===== src/logic/excitation_dac_pkg.sv =====
// Package: register map, field layout, reset values and correction constants
package excitation_dac_pkg;
  localparam logic [15:0] ADDR_CONFIG       = 16'h2010;
  localparam logic [15:0] ADDR_CODE         = 16'h2048;
  localparam logic [15:0] ADDR_LOCK         = 16'h2230;
  localparam logic [15:0] ADDR_GAIN         = 16'h2260;
  localparam logic [15:0] ADDR_OFS_ATT_LP   = 16'h2264;
  localparam logic [15:0] ADDR_OFS_PLAIN_LP = 16'h2268;
  localparam logic [15:0] ADDR_OFS_ATT_HS   = 16'h22B8;
  localparam logic [15:0] ADDR_OFS_PLAIN_HS = 16'h22BC;
  localparam logic [15:0] ADDR_CLK_SEL      = 16'h2300;
  localparam logic [15:0] ADDR_STATUS       = 16'h2304;

  localparam int CFG_GAIN_BIT  = 12;
  localparam int CFG_RATE_LSB  = 1;
  localparam int CFG_RATE_MSB  = 8;
  localparam int CFG_ATTEN_BIT = 0;
  localparam int CFG_RW_MSB    = 12;

  localparam logic [31:0] CONFIG_RESET = 32'h0000001E;
  localparam logic [11:0] CODE_RESET   = 12'h800;
  localparam logic [31:0] LOCK_RESET   = 32'hDE87A5A0;
  localparam logic [31:0] UNLOCK_KEY   = 32'hDE87A5AF;
  localparam logic [11:0] GAIN_RESET   = 12'h800;
  localparam logic [11:0] OFS_RESET    = 12'h000;
  localparam logic [11:0] MIDSCALE     = 12'h800;
  localparam logic [11:0] CODE_MIN     = 12'h200;
  localparam logic [11:0] CODE_MAX     = 12'hE00;

  // Analog clock choices for the update divider
  typedef enum logic [1:0] {
    CLK_HS_16M,
    CLK_HS_32M,
    CLK_LP_32K
  } aclk_sel_e;
  localparam logic [1:0] CLK_SEL_RESET = 2'h0;

  typedef struct packed {
    logic        amp_gain_select;
    logic [7:0]  rate_div;
    logic        attenuator_enable;
  } dac_cfg_s;

  typedef struct packed {
    logic [11:0] gain;
    logic [11:0] offset;
  } dac_trim_s;
endpackage


===== src/logic/excitation_dac_control.sv =====
// Excitation DAC control: APB registers, calibration lock, update divider
//
// The APB register port was decided locally.
`timescale 1ns/1ps
`default_nettype none
//////////////////////////////////////////////////////////////////////////////
// Contract
// - Config bit 12 picks amplifier gain: 0 gives 2, 1 gives 0.25.
// - Converter updates at analog clock divided by config bits 8..1.
// - Analog clock is selectable: 16 MHz, 32 MHz or 32 kHz oscillator.
// - Config bit 0 enables attenuator: 0 unity gain, 1 gain 0.2.
// - Code register bits 11..0 go directly to the converter input; here they pass gain and offset trim correction first.
// - Code 0x800 is midscale, zero volts; above positive, below negative.
// - Config resets to 0x1E: divider 15, gain 2, attenuator off.
// - Code register resets to 0x800, midscale.
// - Attenuator off uses plain offset trim of active power mode.
// - Attenuator on uses attenuated offset trim of active power mode.
// - One gain trim applies for all modes and settings.
// - Trims writable only after key 0xDE87A5AF in lock register.
// - Gain trim unsigned: 0x800 none, 0x000 most negative, 0xFFF most positive.
// - Offset trims two's complement half LSB: 0x001 +half, 0xFFF -half.
module excitation_dac_control (
  // Clock and reset
  input  wire logic        pclk,
  input  wire logic        presetn,
  // APB slave
  input  wire logic        psel,
  input  wire logic        penable,
  input  wire logic        pwrite,
  input  wire logic [15:0] paddr,
  input  wire logic [31:0] pwdata,
  input  wire logic [3:0]  pstrb,
  output logic [31:0]      prdata,
  output logic             pready,
  output logic             pslverr,
  // Analog clock enables, one pulse per oscillator cycle, from pins
  input  wire logic        aclk_hs_tick,
  input  wire logic        aclk_lp_tick,
  // Power mode: high for high speed mode, from a pin
  input  wire logic        high_speed_mode,
  // Analog path controls
  output logic [11:0]      converter_code,
  output logic             converter_load,
  output logic             amp_gain_select,
  output logic             attenuator_enable,
  output logic             hs_osc_32m,
  output logic             lp_osc_select
);
  //////////////////////////////////////////////////////////////////////////////
  logic [31:0] config_reg;
  logic [11:0] code_reg;
  logic [31:0] lock_reg;
  logic [11:0] gain_reg;
  logic [11:0] ofs_att_lp_reg;
  logic [11:0] ofs_plain_lp_reg;
  logic [11:0] ofs_att_hs_reg;
  logic [11:0] ofs_plain_hs_reg;
  logic [1:0]  clk_sel_reg;
  logic [7:0]  div_cnt_reg;
  logic [7:0]  div_cnt_next;
  logic [1:0]  hs_sync_reg;
  logic [1:0]  lp_sync_reg;
  logic [1:0]  mode_sync_reg;
  logic        hs_prev_reg;
  logic        lp_prev_reg;
  logic        aclk_edge;
  logic        tick;
  logic        wr_en;
  logic        rd_en;
  logic        unlocked;
  logic        addr_ok;
  logic [11:0] corrected;
  logic [31:0] rd_data;
  excitation_dac_pkg::dac_cfg_s  cfg;
  excitation_dac_pkg::dac_trim_s trim;

  function automatic logic [31:0] merge(input logic [31:0] old, input logic [31:0] nw,
                                        input logic [3:0] strb);
    logic [31:0] r;
    r = old;
    for (int i = 0; i < 4; i++) begin
      if (strb[i]) begin
        r[i*8 +: 8] = nw[i*8 +: 8];
      end
    end
    return r;
  endfunction

  function automatic logic [31:0] ext12(input logic [11:0] v);
    return {20'h00000, v};
  endfunction

  // Byte-lane merge of a 12-bit register; a select on a call result is not portable
  function automatic logic [11:0] merge12(input logic [11:0] old, input logic [31:0] nw,
                                          input logic [3:0] strb);
    logic [31:0] r;
    r = merge(ext12(old), nw, strb);
    return r[11:0];
  endfunction

  //////////////////////////////////////////////////////////////////////////////
  // Bus decode: zero wait states, every access completes in its access cycle
  assign wr_en    = psel && penable && pwrite;
  assign rd_en    = psel && !penable && !pwrite;
  assign unlocked = (lock_reg == excitation_dac_pkg::UNLOCK_KEY);

  always_comb begin
    addr_ok = 1'b1;
    rd_data = 32'h00000000;
    unique case (paddr)
      excitation_dac_pkg::ADDR_CONFIG:       rd_data = config_reg;
      excitation_dac_pkg::ADDR_CODE:         rd_data = ext12(code_reg);
      excitation_dac_pkg::ADDR_LOCK:         rd_data = lock_reg;
      excitation_dac_pkg::ADDR_GAIN:         rd_data = ext12(gain_reg);
      excitation_dac_pkg::ADDR_OFS_ATT_LP:   rd_data = ext12(ofs_att_lp_reg);
      excitation_dac_pkg::ADDR_OFS_PLAIN_LP: rd_data = ext12(ofs_plain_lp_reg);
      excitation_dac_pkg::ADDR_OFS_ATT_HS:   rd_data = ext12(ofs_att_hs_reg);
      excitation_dac_pkg::ADDR_OFS_PLAIN_HS: rd_data = ext12(ofs_plain_hs_reg);
      excitation_dac_pkg::ADDR_CLK_SEL:      rd_data = {30'h0, clk_sel_reg};
      excitation_dac_pkg::ADDR_STATUS:       rd_data = {19'h0, unlocked, converter_code};
      default:                               addr_ok = 1'b0;
    endcase
  end

  always_ff @(posedge pclk or negedge presetn) begin
    if (!presetn) begin
      prdata  <= 32'h00000000;
      pready  <= 1'b0;
      pslverr <= 1'b0;
    end else begin
      pready  <= psel && !penable;
      pslverr <= psel && !penable && !addr_ok;
      if (rd_en) begin
        prdata <= rd_data;
      end
    end
  end

  //////////////////////////////////////////////////////////////////////////////
  // Configuration and code registers
  always_ff @(posedge pclk or negedge presetn) begin
    if (!presetn) begin
      config_reg <= excitation_dac_pkg::CONFIG_RESET;
    end else if (wr_en && paddr == excitation_dac_pkg::ADDR_CONFIG) begin
      // Bits above 12 are reserved and stay zero
      config_reg <= merge(config_reg, pwdata, pstrb) & 32'h00001FFF;
    end
  end

  always_ff @(posedge pclk or negedge presetn) begin
    if (!presetn) begin
      code_reg <= excitation_dac_pkg::CODE_RESET;
    end else if (wr_en && paddr == excitation_dac_pkg::ADDR_CODE) begin
      // No clamping to the usable span; software owns that
      code_reg <= merge12(code_reg, pwdata, pstrb);
    end
  end

  always_ff @(posedge pclk or negedge presetn) begin
    if (!presetn) begin
      clk_sel_reg <= excitation_dac_pkg::CLK_SEL_RESET;
    end else if (wr_en && paddr == excitation_dac_pkg::ADDR_CLK_SEL && pstrb[0]) begin
      clk_sel_reg <= (pwdata[1:0] == 2'h3) ? 2'h2 : pwdata[1:0];
    end
  end

  //////////////////////////////////////////////////////////////////////////////
  // Calibration lock and trims
  always_ff @(posedge pclk or negedge presetn) begin
    if (!presetn) begin
      lock_reg <= excitation_dac_pkg::LOCK_RESET;
    end else if (wr_en && paddr == excitation_dac_pkg::ADDR_LOCK) begin
      lock_reg <= merge(lock_reg, pwdata, pstrb);
    end
  end

  always_ff @(posedge pclk or negedge presetn) begin
    if (!presetn) begin
      gain_reg         <= excitation_dac_pkg::GAIN_RESET;
      ofs_att_lp_reg   <= excitation_dac_pkg::OFS_RESET;
      ofs_plain_lp_reg <= excitation_dac_pkg::OFS_RESET;
      ofs_att_hs_reg   <= excitation_dac_pkg::OFS_RESET;
      ofs_plain_hs_reg <= excitation_dac_pkg::OFS_RESET;
    end else if (wr_en && unlocked) begin
      unique case (paddr)
        excitation_dac_pkg::ADDR_GAIN:
          gain_reg <= merge12(gain_reg, pwdata, pstrb);
        excitation_dac_pkg::ADDR_OFS_ATT_LP:
          ofs_att_lp_reg <= merge12(ofs_att_lp_reg, pwdata, pstrb);
        excitation_dac_pkg::ADDR_OFS_PLAIN_LP:
          ofs_plain_lp_reg <= merge12(ofs_plain_lp_reg, pwdata, pstrb);
        excitation_dac_pkg::ADDR_OFS_ATT_HS:
          ofs_att_hs_reg <= merge12(ofs_att_hs_reg, pwdata, pstrb);
        excitation_dac_pkg::ADDR_OFS_PLAIN_HS:
          ofs_plain_hs_reg <= merge12(ofs_plain_hs_reg, pwdata, pstrb);
        default: begin
        end
      endcase
    end
  end

  //////////////////////////////////////////////////////////////////////////////
  // Field unpacking and trim selection
  assign cfg.amp_gain_select   = config_reg[excitation_dac_pkg::CFG_GAIN_BIT];
  assign cfg.rate_div          = config_reg[excitation_dac_pkg::CFG_RATE_MSB:
                                            excitation_dac_pkg::CFG_RATE_LSB];
  assign cfg.attenuator_enable = config_reg[excitation_dac_pkg::CFG_ATTEN_BIT];

  // Both trim fields in one process so the struct has a single driver
  always_comb begin
    trim.gain = gain_reg;
    if (cfg.attenuator_enable) begin
      trim.offset = mode_sync_reg[1] ? ofs_att_hs_reg : ofs_att_lp_reg;
    end else begin
      trim.offset = mode_sync_reg[1] ? ofs_plain_hs_reg : ofs_plain_lp_reg;
    end
  end

  dac_correct u_correct (
    .code      (code_reg),
    .trim      (trim),
    .corrected (corrected)
  );

  //////////////////////////////////////////////////////////////////////////////
  // Pin synchronisers; only the second stage feeds edge detection
  always_ff @(posedge pclk or negedge presetn) begin
    if (!presetn) begin
      hs_sync_reg   <= 2'h0;
      lp_sync_reg   <= 2'h0;
      mode_sync_reg <= 2'h0;
      hs_prev_reg   <= 1'b0;
      lp_prev_reg   <= 1'b0;
    end else begin
      hs_sync_reg   <= {hs_sync_reg[0], aclk_hs_tick};
      lp_sync_reg   <= {lp_sync_reg[0], aclk_lp_tick};
      mode_sync_reg <= {mode_sync_reg[0], high_speed_mode};
      hs_prev_reg   <= hs_sync_reg[1];
      lp_prev_reg   <= lp_sync_reg[1];
    end
  end

  // The 32 MHz oscillator must not exceed pclk/2 to be seen edge by edge
  assign aclk_edge = (clk_sel_reg == 2'(excitation_dac_pkg::CLK_LP_32K)) ?
                     (lp_sync_reg[1] && !lp_prev_reg) :
                     (hs_sync_reg[1] && !hs_prev_reg);

  //////////////////////////////////////////////////////////////////////////////
  // Update divider; a divider of zero is treated as one
  always_comb begin
    tick         = 1'b0;
    div_cnt_next = div_cnt_reg;
    if (aclk_edge) begin
      if (div_cnt_reg + 8'h01 >= cfg.rate_div) begin
        tick         = 1'b1;
        div_cnt_next = 8'h00;
      end else begin
        div_cnt_next = div_cnt_reg + 8'h01;
      end
    end
  end

  always_ff @(posedge pclk or negedge presetn) begin
    if (!presetn) begin
      div_cnt_reg <= 8'h00;
    end else begin
      div_cnt_reg <= div_cnt_next;
    end
  end

  always_ff @(posedge pclk or negedge presetn) begin
    if (!presetn) begin
      converter_code <= excitation_dac_pkg::MIDSCALE;
      converter_load <= 1'b0;
    end else begin
      converter_load <= tick;
      if (tick) begin
        converter_code <= corrected;
      end
    end
  end

  always_ff @(posedge pclk or negedge presetn) begin
    if (!presetn) begin
      amp_gain_select   <= 1'b0;
      attenuator_enable <= 1'b0;
      hs_osc_32m        <= 1'b0;
      lp_osc_select     <= 1'b0;
    end else begin
      amp_gain_select   <= cfg.amp_gain_select;
      attenuator_enable <= cfg.attenuator_enable;
      hs_osc_32m        <= (clk_sel_reg == 2'(excitation_dac_pkg::CLK_HS_32M));
      lp_osc_select     <= (clk_sel_reg == 2'(excitation_dac_pkg::CLK_LP_32K));
    end
  end
endmodule
`default_nettype wire


===== src/logic/dac_correct.sv =====
// Gain and offset correction of the converter code
`timescale 1ns/1ps
`default_nettype none
module dac_correct (
  // Raw code and trims
  input  wire logic [11:0]                    code,
  input  wire excitation_dac_pkg::dac_trim_s  trim,
  // Corrected code
  output logic [11:0]                         corrected
);
  logic signed [13:0] centred;
  logic signed [13:0] gain_off;
  logic signed [27:0] prod;
  logic signed [15:0] scaled;
  logic signed [16:0] sum;

  always_comb begin
    // Codes are centred on midscale so zero volts stays fixed under gain
    centred  = $signed({2'h0, code}) - $signed({2'h0, excitation_dac_pkg::MIDSCALE});
    // Unsigned gain: midscale is unity, span is about +/- one eighth
    gain_off = $signed({2'h0, trim.gain}) - $signed({2'h0, excitation_dac_pkg::MIDSCALE});
    prod     = centred * gain_off;
    scaled   = 16'(centred) + 16'(prod >>> 14);
    // Offset is in half LSB steps: round by adding one before halving
    sum      = (17'(scaled) <<< 1) + 17'($signed(trim.offset)) + 17'sh00001;
    sum      = (sum >>> 1) + $signed({5'h0, excitation_dac_pkg::MIDSCALE});
    if (sum < 0) begin
      corrected = 12'h000;
    end else if (sum > $signed(17'h00FFF)) begin
      corrected = 12'hFFF;
    end else begin
      corrected = sum[11:0];
    end
  end
endmodule
`default_nettype wire


===== config.mk =====
export PLATFORM = sky130hd
export DESIGN_NAME = excitation_dac_control
export DESIGN_NICKNAME = d
export VERILOG_FILES = /design/src/logic/excitation_dac_pkg.sv /design/src/logic/excitation_dac_control.sv /design/src/logic/dac_correct.sv
export SDC_FILE = /design/constraint.sdc
export NUM_CORES = 1
export LEC_CHECK = 0
export ABC_AREA = 0
export BUFFER_PORTS_ARGS = -buffer_cell sky130_fd_sc_hd__buf_2
export CAP_MARGIN = 20
export CELL_PAD_IN_SITES_DETAIL_PLACEMENT = 1
export CELL_PAD_IN_SITES_GLOBAL_PLACEMENT = 2
export CORE_MARGIN = 1
export CORE_UTILIZATION = 45
export CTS_BUF_LIST = sky130_fd_sc_hd__clkbuf_2 sky130_fd_sc_hd__clkbuf_4 sky130_fd_sc_hd__clkbuf_8
export DETAILED_ROUTE_END_ITERATION = 10
export GPL_TIMING_DRIVEN = 1
export PLACE_DENSITY_LB_ADDON = 0.1
export SKIP_CTS_REPAIR_TIMING = 1
export SYNTH_ARGS = -nofsm -noshare
export SYNTH_HDL_FRONTEND = slang
export SYNTH_HIERARCHICAL = 1
export SYNTH_SLANG_ARGS = --single-unit

===== constraint.sdc =====
create_clock -name pclk -period 28.4 [get_ports pclk]
set_input_delay 2.84 -clock pclk [delete_from_list [all_inputs] [get_ports pclk]]
set_output_delay 2.84 -clock pclk [all_outputs]
set_load 0.05 [all_outputs]

==> reports/qor.txt <==
Area contributors post-synth - dfrtp_1 25%, fa_1 20%, mux2_2 8.4%
Total leakage power - 8.57 nW
Fin Setup TNS - 0 ps
Worst setup EP type - flip-flop
Layout cell share with drive strength beyond 1 - 21.6%
Sequential share of the synthesized area - 29.1%
Power Dens Cells - 27.5 nW/um^2
First-pass GRT wire length - 76,400 um
Largest area contributor in the netlist - dfrtp_1
GP Congestion - 0.911
Critical Path RT - 28,770 ps
Final core occ - 49.9%
WS Path Type - flip-flop to flip-flop
# diodes - 0
Vias per cell - 5.71
Yosys reg bits - 186
Top FF cell, synth - dfrtp_1
CP peak stage delay - 770 ps
Minimum clock period - 10,490 ps
RSZ-0062 raised after global routing - false
CTS root buf - clkbuf_8
Worst hold slack - 366 ps
Grt total ovfl - 0
Largest net degree at the start of global routing - 115
FP Rows - 68
Worst-path cell with the longest stage delay - fa_1
Netlist Area Pre-Place - 16,100 um^2
CP Max Fanout - 14
FF/Latch Area - 4680 um^2
Yosys top cell area share - 25.4%
Syn Nets - 1,856
Worst-Skew Late Latency - 490 ps
Count of unique library cells instantiated by Yosys - 90
GR Util All Layers - 27.9%
Sink Count - 186
DRC - 0
Endpoints failing hold - 0
Worst-path clk slew - 100 ps
Vias in the first global route - 13,000
Die area - 36,500 um^2
Footprint of the multi-input gates - 10,500 um^2
Max clock buf depth - 2
Yosys warning total - 6
Asr flop ratio synth - 100%
Total CTS buffers - 17
Initial antenna violation count - 2
Layout area overhead - 8.29%
Hpwl dp - 37,500 um
Max Clk Rate - 95.3 MHz
Hold endpoint - lp_sync_reg[1]$_DFF_PN0_
Critical Path Start Type - flip-flop
Slew HR - 26.2%
Class of the worst hold path - flip-flop to flip-flop
# setup viols final - 0
Fin nets - 1,936
Synthesized area per cell - 10.5 um^2
R2R cell count - 36
Final clock skew - 16.0 ps
Dpl cells - 2,053
Die W - 191 um
Post-route ant nets - 0
Most numerous cell in the Yosys netlist - dfrtp_1
Die Y - 191 um
Crit path DAT - 10,860 ps
# port buffers - 110
Vias - 11,900
TritonRoute pass-1 iters - 5
CTS tree - yes
Final std cells w/o fill - 2,086
Slew Viols, Final - 0
I/O Pins - 111
Worst-Margin Slew - 1080 ps
1st-iter DRT viols - 594
Fin crit share - 36.9%
Starting Density - 46.1%
Worst IR Drop VDD - 0.0000330 V
Cells on Worst Hold Path - 0
DRT Wirelength - 48,700 um
R2r setup slk - 17,910 ps
Most frequent cells after synthesis - 163 x dfrtp_1, 162 x inv_1, 162 x nand2_1
Status - finished clean
CTS H-tree lvls - 4
WL/cell - 23.3 um
Core region area - 34,900 um^2
FILL cells - 3,912
Worst hold path startpoint - lp_sync_reg[0]$_DFF_PN0_
Number of synthesized flops with an enable pin - 0
Max-cap violations - 0
RR Startpoint - gain_reg[2]$_DFFE_PN0P_
Worst reg2reg endpoint - converter_code[0]$_DFFE_PN0P_
Mapped Cells - 1,538
==> routing by layer <==
| metal | vias up | global-route usage [%] | wire length [um] |
|---|---|---|---|
| met4 | 0 | 7.97 | 1190 |
| met1 | 6170 | 37.2 | 21400 |
| met3 | 66 | 3.23 | 1800 |
| li1 | 5392 | - | - |
| met5 | - | 0 | 0 |
| met2 | 280 | 47.5 | 24200 |
==> final cells by class <==
cell class	instances	share of cell area [%]
clock buffer	19	1.47
sequential	186	26.9
clock inverter	13	0.632
tap	455	3.27
inverter	163	3.51
multi-input combinational	1129	60.6
timing repair buffer	121	3.68
==> critical path: cells and delay by family, from the launching register on <==
kind / cells / cell delay, ps
DFF: 1 / 640
xor gates and xnor gates: 3 / 490
and+or+nand+nor: 6 / 1920
adders and majority gates: 10 / 4370
AOI/OAI and AO/OA: 12 / 2200
muxes: 1 / 290
buffers and inverters: 4 / 460
==> placed cells by master (no fill, tap or decap), drive strengths merged, types with 6 or more instances in the layout <==
master and count:
o21bai 8, nand2b 18, mux2 123, a221oi 7, mux4 12, nor2b 27, nand2 162, a21oi 45
and4 9, a22oi 18, inv 168, nand3 21, and2 60, nor3 27, o21a 11, clkbuf 20
nor4 9, fa 157, xor2 16, and3 15, buf 120, dfrtp 163, a31oi 6, dfstp 23
nor2 65, mux2i 7, a21o 19, nand4 6, xnor2 30, ha 101, a32oi 6, o21ai 56
==> worst max-delay path by stage <==
| stage | startpoint | endpoint | slack, ps | cells after the start |
|---|---|---|---|---|
| 5_1_grt | code_reg[11]$_DFFE_PN1P_ | converter_code[0]$_DFFE_PN0P_ | 17270 | 36 |
| 4_1_cts | code_reg[11]$_DFFE_PN1P_ | converter_code[0]$_DFFE_PN0P_ | 17860 | 36 |
| 2_1_floorplan | gain_reg[11]$_DFFE_PN1P_ | converter_code[10]$_DFFE_PN0P_ | 18970 | 39 |
| 3_3_place_gp | code_reg[0]$_DFFE_PN0P_ | converter_code[0]$_DFFE_PN0P_ | 18090 | 37 |
| 6_report | gain_reg[2]$_DFFE_PN0P_ | converter_code[0]$_DFFE_PN0P_ | 17910 | 36 |
| 3_5_place_dp | gain_reg[2]$_DFFE_PN0P_ | converter_code[0]$_DFFE_PN0P_ | 17910 | 36 |
==> metrics by stage <==
step / power (mW) / instance area, um^2 / setup slack [ps]
finish: 0.479 / 17400 / 17910
detailed placement: 0.314 / 17000 / 17910
global placement: 0.313 / 17000 / 18090
global route: 0.497 / 17400 / 17270
CTS: 0.484 / 17400 / 17860
floorplan: 0.294 / 16100 / 18970
==> where the power goes <==
part	switching, mW	internal [mW]
Combinational	0.0236	0.0118
Sequential	0.00467	0.269
Clock	0.105	0.0659
Total	0.133	0.346
==> cell families (layout without fill, tap and decap cells) <==
family	after synthesis	after routing	synth area share [%]
adder cells (fa/ha/maj)	258	258	27.4
buffers and inverters	223	316	5.31
multiplexers	142	142	10.7
AND/OR/NAND/NOR	456	456	15.1
flip-flops	186	186	29.1
AO/OA/AOI/OAI	227	227	9.84
XOR/XNOR	46	46	2.50
Power figures use the tool's default switching activity.
